## src/hw/bbrc_pkg.sv

```systemverilog
// constants, field layout and timing for the buck-boost regulator control bank
package bbrc_pkg;
  // register byte addresses
  localparam logic [7:0] BBRC_OFF_ENABLE_CONTROL = 8'h40;
  localparam logic [7:0] BBRC_OFF_MAIN_CONFIG = 8'h41;
  localparam logic [7:0] BBRC_OFF_VOLTAGE_SETTING = 8'h42;
  localparam logic [7:0] BBRC_OFF_PEAK_CURRENT = 8'h43;
  localparam logic [7:0] BBRC_OFF_EXTRA_CONFIG = 8'h44;
  localparam logic [7:0] BBRC_OFF_PIN_ENABLE_MASK = 8'h45;
  localparam logic [7:0] BBRC_OFF_SCALING_PIN_SELECT = 8'h46;
  localparam logic [7:0] BBRC_OFF_ALT_VOLTAGE_ZERO = 8'h47;
  localparam logic [7:0] BBRC_OFF_APPLIED_READBACK = 8'h4b;
  localparam int BBRC_ALT_COUNT = 4;
  // writable bits per register, the rest read as zero
  localparam logic [7:0] BBRC_MAIN_CFG_MASK = 8'h9f;
  localparam logic [7:0] BBRC_EXTRA_CFG_MASK = 8'h7f;
  // main config field positions
  localparam int BBRC_BIT_LOOKUP_DIS = 7;
  localparam int BBRC_BIT_SLOW_EDGE = 4;
  localparam int BBRC_BIT_ACT_DSC = 3;
  localparam int BBRC_BIT_RAMP_EN = 2;
  localparam int BBRC_BIT_OP_MODE = 1;
  localparam int BBRC_BIT_PSV_DSC = 0;
  // extra config field positions, and the control pin that can drive fast mode
  localparam int BBRC_BIT_ADAPT_DIS = 6;
  localparam int BBRC_BIT_FAST = 5;
  localparam int BBRC_BIT_ZC_DIS = 4;
  localparam int BBRC_BIT_SW_HALF = 3;
  localparam int BBRC_BIT_PIN_FAST = 2;
  localparam int BBRC_PIN_FAST_SRC = 1;
  // boot slot codes
  localparam logic [2:0] BBRC_SLOT_OFF = 3'h0;
  localparam logic [2:0] BBRC_SLOT_AT_0 = 3'h2;
  localparam logic [2:0] BBRC_SLOT_AT_25 = 3'h3;
  localparam logic [2:0] BBRC_SLOT_AT_50 = 3'h4;
  localparam logic [2:0] BBRC_SLOT_SOFT = 3'h7;
  // enable select codes
  localparam logic [1:0] BBRC_SEL_OFF = 2'h0;
  localparam logic [1:0] BBRC_SEL_ON = 2'h1;
  localparam logic [1:0] BBRC_SEL_PINS = 2'h2;
  // voltage code scale
  localparam logic [5:0] BBRC_VCODE_MAX = 6'h3c;
  localparam int BBRC_VOUT_BASE_MV = 2500;
  localparam int BBRC_VOUT_STEP_MV = 50;
  // ramp step timing
  localparam int BBRC_CLK_PERIOD_NS = 10;
  localparam int BBRC_RAMP_STEP_US = 20;
  localparam int BBRC_RAMP_STEP_CYCLES = (BBRC_RAMP_STEP_US * 1000 + BBRC_CLK_PERIOD_NS - 1)
                                         / BBRC_CLK_PERIOD_NS;
  localparam logic [10:0] BBRC_RAMP_LAST = 11'(BBRC_RAMP_STEP_CYCLES - 1);
endpackage

```

## src/hw/bbrc_link_if.sv

```systemverilog
// carrier between the control bank, the ramp stepper and the pin pair decoder
`timescale 1ns/1ns
interface bbrc_link_if;
  logic [5:0] target; // requested voltage code
  logic ramp_en; // stepped increases wanted
  logic [5:0] applied; // code handed to the power stage
  logic [4:0] pair_cfg; // scaling pin pair selection
  logic [7:0] pins; // control pin levels
  logic pair_active; // scaling in force
  logic [1:0] pair_level; // level of the chosen pair
  modport ctl(output target, ramp_en, pair_cfg, pins, input applied, pair_active, pair_level);
  modport ramp(input target, ramp_en, output applied);
  modport pair(input pair_cfg, pins, output pair_active, pair_level);
endinterface

```

## src/hw/bbrc_ramp.sv

```systemverilog
// voltage code stepper: immediate moves or one code per step time upward
`timescale 1ns/1ns
module bbrc_ramp
  import bbrc_pkg::*;
(
  input wire logic mclk,
  input wire logic rst_n,
  bbrc_link_if.ramp lnk
);
  typedef enum logic {BBRC_RAMP_HOLD, BBRC_RAMP_STEP} bbrc_ramp_state_t;
  bbrc_ramp_state_t state_q; // stepping or following
  logic [5:0] applied_q; // code in force
  logic [10:0] tick_q; // cycles since last step

  // stepper; decreases and unramped moves land at once
  always_ff @(posedge mclk or negedge rst_n) begin
    if (!rst_n) begin
      state_q <= BBRC_RAMP_HOLD;
      applied_q <= 6'h00;
      tick_q <= 11'h000;
    end else begin
      case (state_q)
        BBRC_RAMP_HOLD: begin
          tick_q <= 11'h000;
          if (lnk.ramp_en && (lnk.target > applied_q)) begin
            state_q <= BBRC_RAMP_STEP; // first step one full step time later
          end else begin
            applied_q <= lnk.target;
          end
        end
        BBRC_RAMP_STEP: begin
          if (!lnk.ramp_en || (lnk.target <= applied_q)) begin
            applied_q <= lnk.target;
            state_q <= BBRC_RAMP_HOLD;
          end else if (tick_q == BBRC_RAMP_LAST) begin
            applied_q <= applied_q + 6'h01;
            tick_q <= 11'h000;
          end else begin
            tick_q <= tick_q + 11'h001;
          end
        end
        default: state_q <= BBRC_RAMP_HOLD;
      endcase
    end
  end

  assign lnk.applied = applied_q;
endmodule

```

## src/hw/bbrc_pair_decode.sv

```systemverilog
// maps the scaling pin pair code onto two pins and their two-bit level
`timescale 1ns/1ns
module bbrc_pair_decode
  import bbrc_pkg::*;
(
  bbrc_link_if.pair lnk
);
  // pairs counted in ascending order from code one; anything past the last pair stays off
  always_comb begin
    int k;
    k = 1;
    lnk.pair_active = 1'b0;
    lnk.pair_level = 2'h0;
    for (int a = 0; a < 7; a++) begin
      for (int b = a + 1; b < 8; b++) begin
        if (lnk.pair_cfg == 5'(k)) begin
          lnk.pair_active = 1'b1;
          lnk.pair_level = {lnk.pins[b], lnk.pins[a]};
        end
        k = k + 1;
      end
    end
  end
endmodule

```

## src/hw/bbrc_top.sv

```systemverilog
// buck-boost regulator control bank: registers, enable sourcing and stage controls
`timescale 1ns/1ns
module bbrc_top
  import bbrc_pkg::*;
#(
  parameter int unsigned BOOT_DELAY_CYCLES = 4000
)
(
  input wire logic mclk,
  input wire logic reset_n,
  input wire logic reg_wr_en,
  input wire logic reg_rd_en,
  input wire logic [7:0] reg_addr,
  input wire logic [7:0] reg_wdata,
  output logic [7:0] reg_rdata,
  input wire logic [2:0] boot_slot_strap,
  input wire logic [7:0] general_control_pin,
  input wire logic hard_reset_req,
  input wire logic off_mode_req,
  output logic reg_enable,
  output logic buck_only_mode,
  output logic slow_edge_mode,
  output logic active_discharge,
  output logic passive_discharge,
  output logic [5:0] voltage_code,
  output logic voltage_code_invalid,
  output logic [12:0] voltage_mv,
  output logic peak_from_table,
  output logic [3:0] nominal_peak_code,
  output logic [4:0] max_peak_code,
  output logic adaptive_disable,
  output logic valley_fixed_zero,
  output logic fast_mode,
  output logic zero_cross_disable,
  output logic switch_halving,
  output logic [1:0] freq_threshold,
  output logic dvs_active
);
  // reset release
  logic rst_meta_q; // first stage, read only by the second
  logic rst_n; // released reset for all logic

  // register fields
  logic [2:0] bb_boot_slot; // caught from the strap
  logic slot_caught_q; // strap has been taken
  logic [1:0] bb_enable_select; // software enable source
  logic [7:0] cfg_q; // main config
  logic [5:0] bb_voltage_code; // nominal voltage code
  logic [7:0] peak_q; // peak current nibbles
  logic [7:0] extra_q; // extra config
  logic [7:0] bb_pin_select_mask; // pins that may enable
  logic [4:0] bb_scaling_pin_pair; // scaling pair code
  logic [5:0] alt_q [BBRC_ALT_COUNT]; // alternate voltage codes
  logic [7:0] rdata_d; // read mux

  // boot timing
  logic [15:0] boot_cnt_q; // cycles since strap capture
  logic reach_25; // quarter of boot delay passed
  logic reach_50; // half of boot delay passed
  logic reach_100; // full boot delay passed

  // derived controls
  logic pin_or; // OR of masked pins
  logic en_d; // next regulator enable
  logic sel_off_soft; // software holds it off via code 00
  logic act_dsc_d; // next active discharge request
  logic psv_dsc_d; // next passive discharge request

  bbrc_link_if lnk();

  // two-flop release, assert is immediate
  always_ff @(posedge mclk or negedge reset_n) begin
    if (!reset_n) begin
      rst_meta_q <= 1'b0;
      rst_n <= 1'b0;
    end else begin
      rst_meta_q <= 1'b1;
      rst_n <= rst_meta_q;
    end
  end

  // strap caught once, first clock after release; a reset constant cannot hold a port value
  always_ff @(posedge mclk or negedge rst_n) begin
    if (!rst_n) begin
      bb_boot_slot <= BBRC_SLOT_OFF;
      slot_caught_q <= 1'b0;
    end else if (!slot_caught_q) begin
      bb_boot_slot <= boot_slot_strap;
      slot_caught_q <= 1'b1;
    end
  end

  // boot delay counter, saturates at the full delay
  always_ff @(posedge mclk or negedge rst_n) begin
    if (!rst_n) begin
      boot_cnt_q <= 16'h0000;
    end else if (slot_caught_q && !reach_100) begin
      boot_cnt_q <= boot_cnt_q + 16'h0001;
    end
  end

  assign reach_25 = boot_cnt_q >= 16'(BOOT_DELAY_CYCLES / 4);
  assign reach_50 = boot_cnt_q >= 16'(BOOT_DELAY_CYCLES / 2);
  assign reach_100 = boot_cnt_q >= 16'(BOOT_DELAY_CYCLES);

  // register writes; the boot slot field ignores writes
  always_ff @(posedge mclk or negedge rst_n) begin
    if (!rst_n) begin
      bb_enable_select <= 2'h0;
      cfg_q <= 8'h00;
      bb_voltage_code <= 6'h00;
      peak_q <= 8'h00;
      extra_q <= 8'h00;
      bb_pin_select_mask <= 8'h00;
      bb_scaling_pin_pair <= 5'h00;
      for (int i = 0; i < BBRC_ALT_COUNT; i++) begin
        alt_q[i] <= 6'h00;
      end
    end else if (reg_wr_en) begin
      case (reg_addr)
        BBRC_OFF_ENABLE_CONTROL: bb_enable_select <= reg_wdata[1:0];
        BBRC_OFF_MAIN_CONFIG: cfg_q <= reg_wdata & BBRC_MAIN_CFG_MASK;
        BBRC_OFF_VOLTAGE_SETTING: bb_voltage_code <= reg_wdata[5:0];
        BBRC_OFF_PEAK_CURRENT: peak_q <= reg_wdata;
        BBRC_OFF_EXTRA_CONFIG: extra_q <= reg_wdata & BBRC_EXTRA_CFG_MASK;
        BBRC_OFF_PIN_ENABLE_MASK: bb_pin_select_mask <= reg_wdata;
        BBRC_OFF_SCALING_PIN_SELECT: bb_scaling_pin_pair <= reg_wdata[4:0];
        default: begin
          // alternate codes sit on consecutive addresses
          for (int i = 0; i < BBRC_ALT_COUNT; i++) begin
            if (reg_addr == BBRC_OFF_ALT_VOLTAGE_ZERO + 8'(i)) begin
              alt_q[i] <= reg_wdata[5:0];
            end
          end
        end
      endcase
    end
  end

  // read mux; unmapped addresses and unused bits read zero
  always_comb begin
    rdata_d = 8'h00;
    case (reg_addr)
      BBRC_OFF_ENABLE_CONTROL: rdata_d = {bb_boot_slot, 3'h0, bb_enable_select};
      BBRC_OFF_MAIN_CONFIG: rdata_d = cfg_q;
      BBRC_OFF_VOLTAGE_SETTING: rdata_d = {2'h0, bb_voltage_code};
      BBRC_OFF_PEAK_CURRENT: rdata_d = peak_q;
      BBRC_OFF_EXTRA_CONFIG: rdata_d = extra_q;
      BBRC_OFF_PIN_ENABLE_MASK: rdata_d = bb_pin_select_mask;
      BBRC_OFF_SCALING_PIN_SELECT: rdata_d = {3'h0, bb_scaling_pin_pair};
      BBRC_OFF_APPLIED_READBACK: rdata_d = {2'h0, lnk.applied};
      default: begin
        for (int i = 0; i < BBRC_ALT_COUNT; i++) begin
          if (reg_addr == BBRC_OFF_ALT_VOLTAGE_ZERO + 8'(i)) begin
            rdata_d = {2'h0, alt_q[i]};
          end
        end
      end
    endcase
  end

  // read data held until the next read strobe
  always_ff @(posedge mclk or negedge rst_n) begin
    if (!rst_n) begin
      reg_rdata <= 8'h00;
    end else if (reg_rd_en) begin
      reg_rdata <= rdata_d;
    end
  end

  // enable source decode
  assign pin_or = |(general_control_pin & bb_pin_select_mask);
  assign sel_off_soft = (bb_boot_slot == BBRC_SLOT_SOFT) && (bb_enable_select == BBRC_SEL_OFF);

  always_comb begin
    en_d = 1'b0;
    case (bb_boot_slot)
      BBRC_SLOT_AT_0: en_d = slot_caught_q;
      BBRC_SLOT_AT_25: en_d = reach_25;
      BBRC_SLOT_AT_50: en_d = reach_50;
      BBRC_SLOT_SOFT: begin
        // software select only counts once the full delay has run
        case (bb_enable_select)
          BBRC_SEL_OFF: en_d = 1'b0;
          BBRC_SEL_ON: en_d = reach_100;
          BBRC_SEL_PINS: en_d = reach_100 && pin_or;
          default: en_d = 1'b0; // reserved select stays off
        endcase
      end
      default: en_d = 1'b0; // off and reserved slots
    endcase
    // a hard reset or off request overrides every source
    if (hard_reset_req || off_mode_req) begin
      en_d = 1'b0;
    end
  end

  // discharge requests; select 00 keeps active discharge off unless reset or off
  assign act_dsc_d = hard_reset_req || off_mode_req
                     || (cfg_q[BBRC_BIT_ACT_DSC] && !en_d && !sel_off_soft);
  assign psv_dsc_d = hard_reset_req || (cfg_q[BBRC_BIT_PSV_DSC] && !en_d);

  // enable and discharge flops
  always_ff @(posedge mclk or negedge rst_n) begin
    if (!rst_n) begin
      reg_enable <= 1'b0;
      active_discharge <= 1'b0;
      passive_discharge <= 1'b0;
    end else begin
      reg_enable <= en_d;
      active_discharge <= act_dsc_d;
      passive_discharge <= psv_dsc_d;
    end
  end

  // voltage path: nominal or pin-selected alternate code, through the stepper
  assign lnk.pair_cfg = bb_scaling_pin_pair;
  assign lnk.pins = general_control_pin;
  assign lnk.target = lnk.pair_active ? alt_q[lnk.pair_level] : bb_voltage_code;
  assign lnk.ramp_en = cfg_q[BBRC_BIT_RAMP_EN];

  bbrc_pair_decode u_pair (
    .lnk(lnk.pair)
  );

  bbrc_ramp u_ramp (
    .mclk(mclk),
    .rst_n(rst_n),
    .lnk(lnk.ramp)
  );

  // applied code and its scaled value; invalid codes are flagged, not clipped
  always_ff @(posedge mclk or negedge rst_n) begin
    if (!rst_n) begin
      voltage_code <= 6'h00;
      voltage_code_invalid <= 1'b0;
      voltage_mv <= 13'h0000;
      dvs_active <= 1'b0;
    end else begin
      voltage_code <= lnk.applied;
      voltage_code_invalid <= lnk.applied > BBRC_VCODE_MAX;
      voltage_mv <= 13'(BBRC_VOUT_BASE_MV) + 13'(lnk.applied) * 13'(BBRC_VOUT_STEP_MV);
      dvs_active <= lnk.pair_active;
    end
  end

  // peak current source; nibbles only matter when the table is bypassed
  always_ff @(posedge mclk or negedge rst_n) begin
    if (!rst_n) begin
      peak_from_table <= 1'b1;
      nominal_peak_code <= 4'h0;
      max_peak_code <= 5'h00;
      adaptive_disable <= 1'b0;
      valley_fixed_zero <= 1'b0;
    end else begin
      peak_from_table <= !cfg_q[BBRC_BIT_LOOKUP_DIS];
      nominal_peak_code <= peak_q[3:0];
      max_peak_code <= {1'b0, peak_q[3:0]} + {1'b0, peak_q[7:4]};
      adaptive_disable <= extra_q[BBRC_BIT_ADAPT_DIS];
      valley_fixed_zero <= extra_q[BBRC_BIT_ADAPT_DIS];
    end
  end

  // switching stage options
  always_ff @(posedge mclk or negedge rst_n) begin
    if (!rst_n) begin
      buck_only_mode <= 1'b0;
      slow_edge_mode <= 1'b0;
      fast_mode <= 1'b0;
      zero_cross_disable <= 1'b0;
      switch_halving <= 1'b0;
      freq_threshold <= 2'h0;
    end else begin
      buck_only_mode <= cfg_q[BBRC_BIT_OP_MODE];
      slow_edge_mode <= cfg_q[BBRC_BIT_SLOW_EDGE];
      // pin 1 takes over fast mode when handed control
      fast_mode <= extra_q[BBRC_BIT_PIN_FAST] ? general_control_pin[BBRC_PIN_FAST_SRC]
                                              : extra_q[BBRC_BIT_FAST];
      zero_cross_disable <= extra_q[BBRC_BIT_ZC_DIS];
      switch_halving <= extra_q[BBRC_BIT_SW_HALF];
      freq_threshold <= extra_q[1:0];
    end
  end
endmodule

```

## config.mk

```make
export PLATFORM = sky130hd
export DESIGN_NAME = bbrc_top
export DESIGN_NICKNAME = d
export VERILOG_FILES = /design/src/hw/bbrc_pkg.sv /design/src/hw/bbrc_link_if.sv /design/src/hw/bbrc_ramp.sv /design/src/hw/bbrc_pair_decode.sv /design/src/hw/bbrc_top.sv
export SDC_FILE = /design/constraint.sdc
export NUM_CORES = 1
export LEC_CHECK = 0
export BUFFER_PORTS_ARGS = -buffer_cell sky130_fd_sc_hd__buf_2
export CAP_MARGIN = 20
export CORE_MARGIN = 4
export CORE_UTILIZATION = 45
export CTS_CLUSTER_SIZE = 10
export DETAILED_ROUTE_END_ITERATION = 16
export PLACE_DENSITY = 0.66
export SETUP_SLACK_MARGIN = 0.2
export SYNTH_ARGS = -nofsm -noshare
export SYNTH_HDL_FRONTEND = slang
export SYNTH_SLANG_ARGS = --single-unit
```

## constraint.sdc

```tcl
create_clock -name mclk -period 4.2 [get_ports mclk]
set_input_delay 0 -clock mclk [delete_from_list [all_inputs] [get_ports mclk]]
set_output_delay 0 -clock mclk [all_outputs]
set_load 0.01 [all_outputs]
```

## Word level (Yosys, flattened, before mapping)

Index checks and enable logic that the tools add are counted.

- Input bits: 33
- ROM bits: 0
- Memories: 0
- Output and inout bits: 51
- Flip-flop bits (word level): 156
- Bits in writable memories: 0
- Latch bits: 0
- Word-level logic and storage cells: 214

- Reduce and logical (&&, ||, !) cells: 31
- Eq/ne operators: 50
- Shift-type cells: 0
- Add/subtract/negate cells: 5
- $mul: 1
- Multiplexer cells: 79
- Order comparisons: 7
- Bitwise gates (word level): 4
- Divide/modulo/power cells: 0

Operators by type and width:

| operator | count |
|---|---|
| $eq 8x7->1 const B | 12 |
| $eq 5x5->1 const B | 13 |
| $pmux 8 s8 | 1 |
| $mux 2 | 28 |
| $mux 6 | 7 |
| $eq 5x4->1 const B | 8 |
| $mux 1 | 32 |
| $mux 8 | 3 |
| $mux 11 | 2 |
| $pmux 11 s2 | 1 |
| $eq 5x3->1 const B | 4 |
| $add 16x1->16 const B | 1 |
| $ge 16x10->1 const B | 1 |
| $ge 16x11->1 const B | 1 |
| $ge 16x12->1 const B | 1 |
| $reduce_and 2->1 | 8 |
| $add 12x12->13 const A | 1 |
| $bmux 6 s2 | 1 |
| $pmux 6 s2 | 1 |
| $reduce_and 3->1 | 4 |
| $add 11x1->11 const B | 1 |
| $eq 11x11->1 const B | 1 |
| $mul 6x5->11 const B | 1 |
| $eq 5x2->1 const B | 2 |
| other kinds (24) | 42 |

## Logic depth before layout (Yosys ltp)

- Depth in word-level cells: 38
- Mapped depth: 20
- Mapped depth without buffers: 18

## By module

A second synthesis with hierarchy kept.

- Cells, all modules: 793
- Area total of the unflattened synthesis: 8524.4 um^2

Modules (own cells, without submodules):

| module | seq. area each (um^2) | instances | area each (um^2) | cells each |
|---|---|---|---|---|
| bbrc_top | 3404.5 | 1 | 6698.9 | 559 |
| bbrc_ramp | 450.4 | 1 | 1144.8 | 126 |
| bbrc_pair_decode | 0.0 | 1 | 680.7 | 108 |

## Worst setup path after synthesis

OpenSTA, ideal clock, no wires.

- Path kind: reg-to-reg
- Start point: register bb_scaling_pin_pair[0]
- End point: register u_ramp.applied_q[0], in the netlist u_ramp.lnk.applied[0]
- Setup time: 119 ps
- Slack: -18 ps
- Arrival time: 4099 ps
- Cell stages (with the launch flop): 19
- Period minus slack after synthesis: 4218 ps
- Data required time: 4081 ps
- Cell sequence: dfrtp_1 -> or2_2 -> nor2_1 -> nor3_1 -> a211oi_1 -> nor3_2 -> a21oi_4 -> mux4_2 -> o21ai_1 -> ha_1 -> nor2b_1 -> o21a_1 -> o21a_1 -> o21a_1 -> o21ai_0 -> a21o_1 -> inv_2 -> mux2i_1 -> a21bo_1

- Longest elaborated chain between the ends: 38

RTL lines:

| item | RTL line | source |
|---|---|---|
| start: declaration | bbrc_top.sv:52 | `logic [4:0] bb_scaling_pin_pair;` |
| start signal: assignment | bbrc_top.sv:127 | `BBRC_OFF_SCALING_PIN_SELECT: bb_scaling_pin_pair <= reg_wdata[4:0];` |
| $eq 5x1->1 | bbrc_pair_decode.sv:16 | `if (lnk.pair_cfg == 5'(k)) begin` |
| $mux 2 (28 in a row) | bbrc_pair_decode.sv:16 |  |
| $not 2->3 (implied by the code) | bbrc_top.sv:219 | `assign lnk.target = lnk.pair_active ? alt_q[lnk.pair_level] : bb_voltage_code;` |
| $bmux 6 s2 | bbrc_top.sv:219 |  |
| $mux 6 (implied by the code) (2 in a row) | bbrc_top.sv:219 |  |
| $mux 6 * | bbrc_top.sv:219 |  |
| $le 6x6->1 or $gt 6x6->1 (tied branches) | bbrc_ramp.sv:32, bbrc_ramp.sv:25 |  |
| $logic_or 1x1->1 or $logic_and 1x1->1 (tied branches) | bbrc_ramp.sv:32, bbrc_ramp.sv:25 |  |
| $ne 3x3->1 (no source line), or another cell as far along | -- |  |
| $reduce_and 2->1 (no source line) or $pmux 6 s2 (tied branches) | -- |  |
| end signal: assignment | bbrc_ramp.sv:28 | `applied_q <= lnk.target;` |
| end signal: assignment | bbrc_ramp.sv:33 | `applied_q <= lnk.target;` |
| end signal: assignment | bbrc_ramp.sv:36 | `applied_q <= applied_q + 6'h01;` |
| end: declaration | bbrc_ramp.sv:12 | `logic [5:0] applied_q;` |

Mark *: on every way between the ends. The rest lies on a longest branch, timed or not. The select of a mux whose other input is x is not followed.
A chain may end at the register's enable or synchronous reset.

## Worst setup path after layout

- Start point: register bb_scaling_pin_pair[1]
- End point: register u_ramp.tick_q[7]

- Longest elaborated chain between the ends: 37

RTL lines:

| item | RTL line | source |
|---|---|---|
| $eq 5x1->1 | bbrc_pair_decode.sv:16 |  |
| $mux 2 (28 in a row) | bbrc_pair_decode.sv:16 |  |
| $not 2->3 (implied by the code) | bbrc_top.sv:219 |  |
| $bmux 6 s2 | bbrc_top.sv:219 |  |
| $mux 6 (implied by the code) (2 in a row) | bbrc_top.sv:219 |  |
| $mux 6 * | bbrc_top.sv:219 |  |
| $le 6x6->1 * | bbrc_ramp.sv:32 | `if (!lnk.ramp_en \|\| (lnk.target <= applied_q)) begin` |
| $logic_or 1x1->1 * | bbrc_ramp.sv:32 |  |
| $ne 2x2->1 (no source line) * | -- |  |
| end signal: assignment | bbrc_ramp.sv:39 | `tick_q <= tick_q + 11'h001;` |
| end: declaration | bbrc_ramp.sv:13 | `logic [10:0] tick_q;` |

Marks and branches as above.

==> flow_metrics.tcl <==
set metrics [dict create \
    r2r-start "bb_scaling_pin_pair[1]$_DFFE_PN0P_" \
    final_cell_mix "dfrtp_1 (149), buf_2 (82), nand2_1 (63)" \
    antenna_found_initial 1 \
    status "finished clean" \
    die-area_um2 20280 \
    end_kind "flop" \
    final_util_pct 56.46 \
    synth_top_flop_cell "dfrtp_1" \
    crit_fanout 12 \
    critical_path_class "reg2reg" \
    synth_top_area_share_pct 47.09 \
    cts.sink_count 154 \
    synth_area_um2 8130 \
    hold_class "in2reg" \
    p_switching_mw 1.196 \
    p_seq_share_pct 42.9 \
    reg2reg_depth 20 \
    drtPass1Iterations 5 \
    drt_iter0_markers 410 \
    fin_crit_ns 4.126 \
    crit_arrival_ns 4.44 \
    grt_pass1_vias 6233 \
    ys_ff_latch 154 \
    boundaryPins 84 \
    slew_viol_final 0 \
    drt-vias-per-instance 5.673 \
    cts.path.max_buffers 2 \
    synth-edff-count 0 \
    area_growth_syn_to_layout_pct 21.36 \
    die_y_um 142.4 \
    worst_pin_slew_ns 1.020 \
    design_area_um2 9867 \
    synthCells 760 \
    final_common_cell "dfrtp_1" \
    htree_levels 4 \
    finalHoldViolations 0 \
    hold_end "bb_enable_select[1]$_DFFE_PN0P_" \
    synth_seq_area_share_pct 47.41 \
    grt_usage_pct 21.21 \
    synth.distinct_cells 70 \
    fin_nets 962 \
    setup_viol 0 \
    clk_pin_slew_ns 0.07 \
    hold_start "reg_wr_en" \
    wirelength_um 20910 \
    gp_congestion 0.9226 \
    io_buffers 82 \
    core_um2 17480 \
    drc 0 \
    ff2ff_setup_slack_ns 0.07 \
    via_count 6382 \
    grt_pass1_wl_um 33440 \
    power_leakage_nw 4.694 \
    fin_crit_sh_pct 98.25 \
    pwr-share-clk_pct 38.8 \
    vdd_drop_max_v 0.0004483 \
    overflow 0 \
    clk_latency_ns 0.43 \
    synthTopCellsByArea "dfrtp_1 (47%), mux2_2 (7.6%), ha_1 (6.2%), nand2_1 (3.0%), inv_1 (2.4%)" \
    start_util_pct 46.52 \
    power.share.switching_pct 29.38 \
    numCtsBuffers 17 \
    r2r-end "u_ramp.tick_q[7]$_DFFE_PN0P_" \
    yosys.area.top_type "dfrtp_1" \
    maxCapViolations 0 \
    crit_required_ns 4.52 \
    p_per_area_nw_per_um2 412.6 \
    fin_setup_tns_ns 0 \
    p_total_mw 4.071 \
    dp_hpwl_um 15070 \
    slew_headroom_pct 31.47 \
    intPower_mw 2.875 \
    power_frac_comb_pct 18.3 \
    final_antenna_net_count 0 \
    wl_per_cell_um 18.59 \
    critPathSlowestCell "mux4_2" \
    cp_cell_sequence "buf_12 > mux2i_1 > nor3b_1 > buf_4 > nor3_1 > a211oi_2 > nor3_2 > a21oi_4 > mux4_2 > o21ai_2 > ha_1 > nor2b_1 > o21a_1 > o21a_1 > o21a_1 > o21ai_2 > a2111oi_2 > buf_4 > a22o_1 > a22o_1" \
    cts_tree "done" \
    layout-drive-gt1-share_pct 28.78 \
    diodes 0 \
    holdPathStages 3 \
    finalClockSkew_ns 0.008035 \
    clock-root-buffer "clkbuf_16" \
    grt_max_degree 75 \
    critPathLaunchType "flop" \
    async_flop_share_pct 100.0 \
    path_common_cell "o21a_1" \
    cpPeakStageDelay_ns 0.55 \
    timing.fmax_ghz 0.2423 \
    row_count 48 \
    place_area_um2 8935 \
    rsz0062_at_grt "true" \
    chipWidth_um 142.4 \
    yosysWarnings 0 \
    syn_avg_cell_area_um2 10.70 \
]
[layout make-up]
cell class                      instances  area, µm²
Clock buffer                           17      425.4
Clock inverter                         15      177.7
Fill cell                            1491       7610
Inverter                               54      205.2
Multi-Input combinational cell        518       3980
Timing Repair inverter                  1      7.507
Tap cell                              225      281.5
Timing Repair Buffer                  141      927.1
Sequential cell                       154       3862
[synth_stat cells, types with 4 or more instances]
cell / number
a21o_1: 7
a21oi_1: 24
a221oi_1: 9
a222oi_1: 8
a22o_1: 6
a22oi_1: 15
a31oi_1: 14
and2_1: 7
and3_1: 9
buf_2: 5
buf_4: 7
clkbuf_1: 21
dfrtp_1: 153
ha_1: 40
inv_1: 51
mux2_2: 55
mux2i_1: 10
mux4_2: 6
nand2_1: 64
nand2b_1: 11
nand3_1: 20
nand3b_1: 4
nand4_1: 11
nor2_1: 41
nor2b_1: 7
nor3_2: 5
o21a_1: 6
o21ai_0: 33
o21ai_1: 7
o21bai_1: 9
o22ai_1: 5
xnor2_1: 21
xor2_1: 10
[how the worst max path moves through the flow]
stage / from / to / depth (start not counted)
final: bb_scaling_pin_pair[1]$_DFFE_PN0P_ / u_ramp.tick_q[7]$_DFFE_PN0P_ / 20
after global routing: bb_scaling_pin_pair[1]$_DFFE_PN0P_ / u_ramp.tick_q[7]$_DFFE_PN0P_ / 20
after CTS: bb_scaling_pin_pair[1]$_DFFE_PN0P_ / u_ramp.tick_q[7]$_DFFE_PN0P_ / 19
after detailed placement: bb_scaling_pin_pair[2]$_DFFE_PN0P_ / u_ramp.lnk.applied[0]$_DFFE_PN0P_ / 18
after global placement: bb_scaling_pin_pair[1]$_DFFE_PN0P_ / u_ramp.lnk.applied[0]$_DFFE_PN0P_ / 19
after floorplan: bb_scaling_pin_pair[0]$_DFFE_PN0P_ / u_ramp.lnk.applied[0]$_DFFE_PN0P_ / 18
[per-layer routing]
metal	vias to the layer above	global-route usage, %	wire length [µm]
met5	-	0	7
met4	2	6.803	423
met3	35	4.872	1276
li1	2989	-	-
met2	218	34.36	10180
met1	3138	28.41	9023
[critical path, delay by kind of cell, from the launching register on]
family | cells | cell delay [ns]
AOI/OAI and AO/OA | 10 | 1.72
adders and majority gates | 1 | 0.24
buffers and inverters | 3 | 0.48
DFF | 1 | 0.42
muxes | 2 | 0.66
and+or+nand+nor | 4 | 0.45
[repair_timing]
action	4_1_cts	5_1_grt
setup buffers	5	2
hold endpoints to repair	34	0
resized for setup	10	15
endpoints found under the setup margin	16	18
pin swaps	5	7
cloned	1	1
hold buffers	16	0
[stage by stage]
| stage | setup slack (ns) | instances | hold slack, ns |
|---|---|---|---|
| finish | 0.07366 | 1125 | 0.02746 |
| global route | -0.1004 | 1125 | 0.03103 |
| CTS | 0.04748 | 1122 | 0.006484 |
| detailed placement | -0.01311 | 1068 | -0.2117 |
| global placement | 0.06321 | 1068 | -0.2136 |
| floorplan | 0.2038 | 761 | -0.2956 |
[state kept, by name (all words and copies together) (netlist names), 3 cells and up]
register,count
boot_cnt_q,16
bb_scaling_pin_pair,5
bb_pin_select_mask,8
u_ramp.tick_q,11
voltage_mv,11
cfg_q,6
bb_boot_slot,3
bb_voltage_code,6
voltage_code,6
alt_q,24
nominal_peak_code,4
peak_q,8
u_ramp.lnk.applied,6
extra_q,7
reg_rdata,8
max_peak_code,5
[cell families (layout without fill, tap and decap cells)]
logic type / Yosys count / after routing / share of synthesized area, %
AO/OA/AOI/OAI: 172 / 172 / 15.04
XOR/XNOR: 31 / 31 / 3.339
adder cells (fa/ha/maj): 42 / 42 / 6.648
buffers and inverters: 89 / 228 / 4.694
flip-flops: 154 / 154 / 47.41
multiplexers: 71 / 71 / 10.51
other: 2 / 3 / 0.09237
AND/OR/NAND/NOR: 199 / 199 / 12.27
[power by group through the flow]
stage / Combinational [mW] / Clock, mW / Sequential [mW]
floorplan: 0.435 / 0 / 1.78
global placement: 0.676 / 0 / 1.77
detailed placement: 0.685 / 0 / 1.78
CTS: 0.738 / 1.60 / 1.75
global route: 0.826 / 1.67 / 1.77
finish: 0.745 / 1.58 / 1.75
Power figures use the tool's default switching activity.
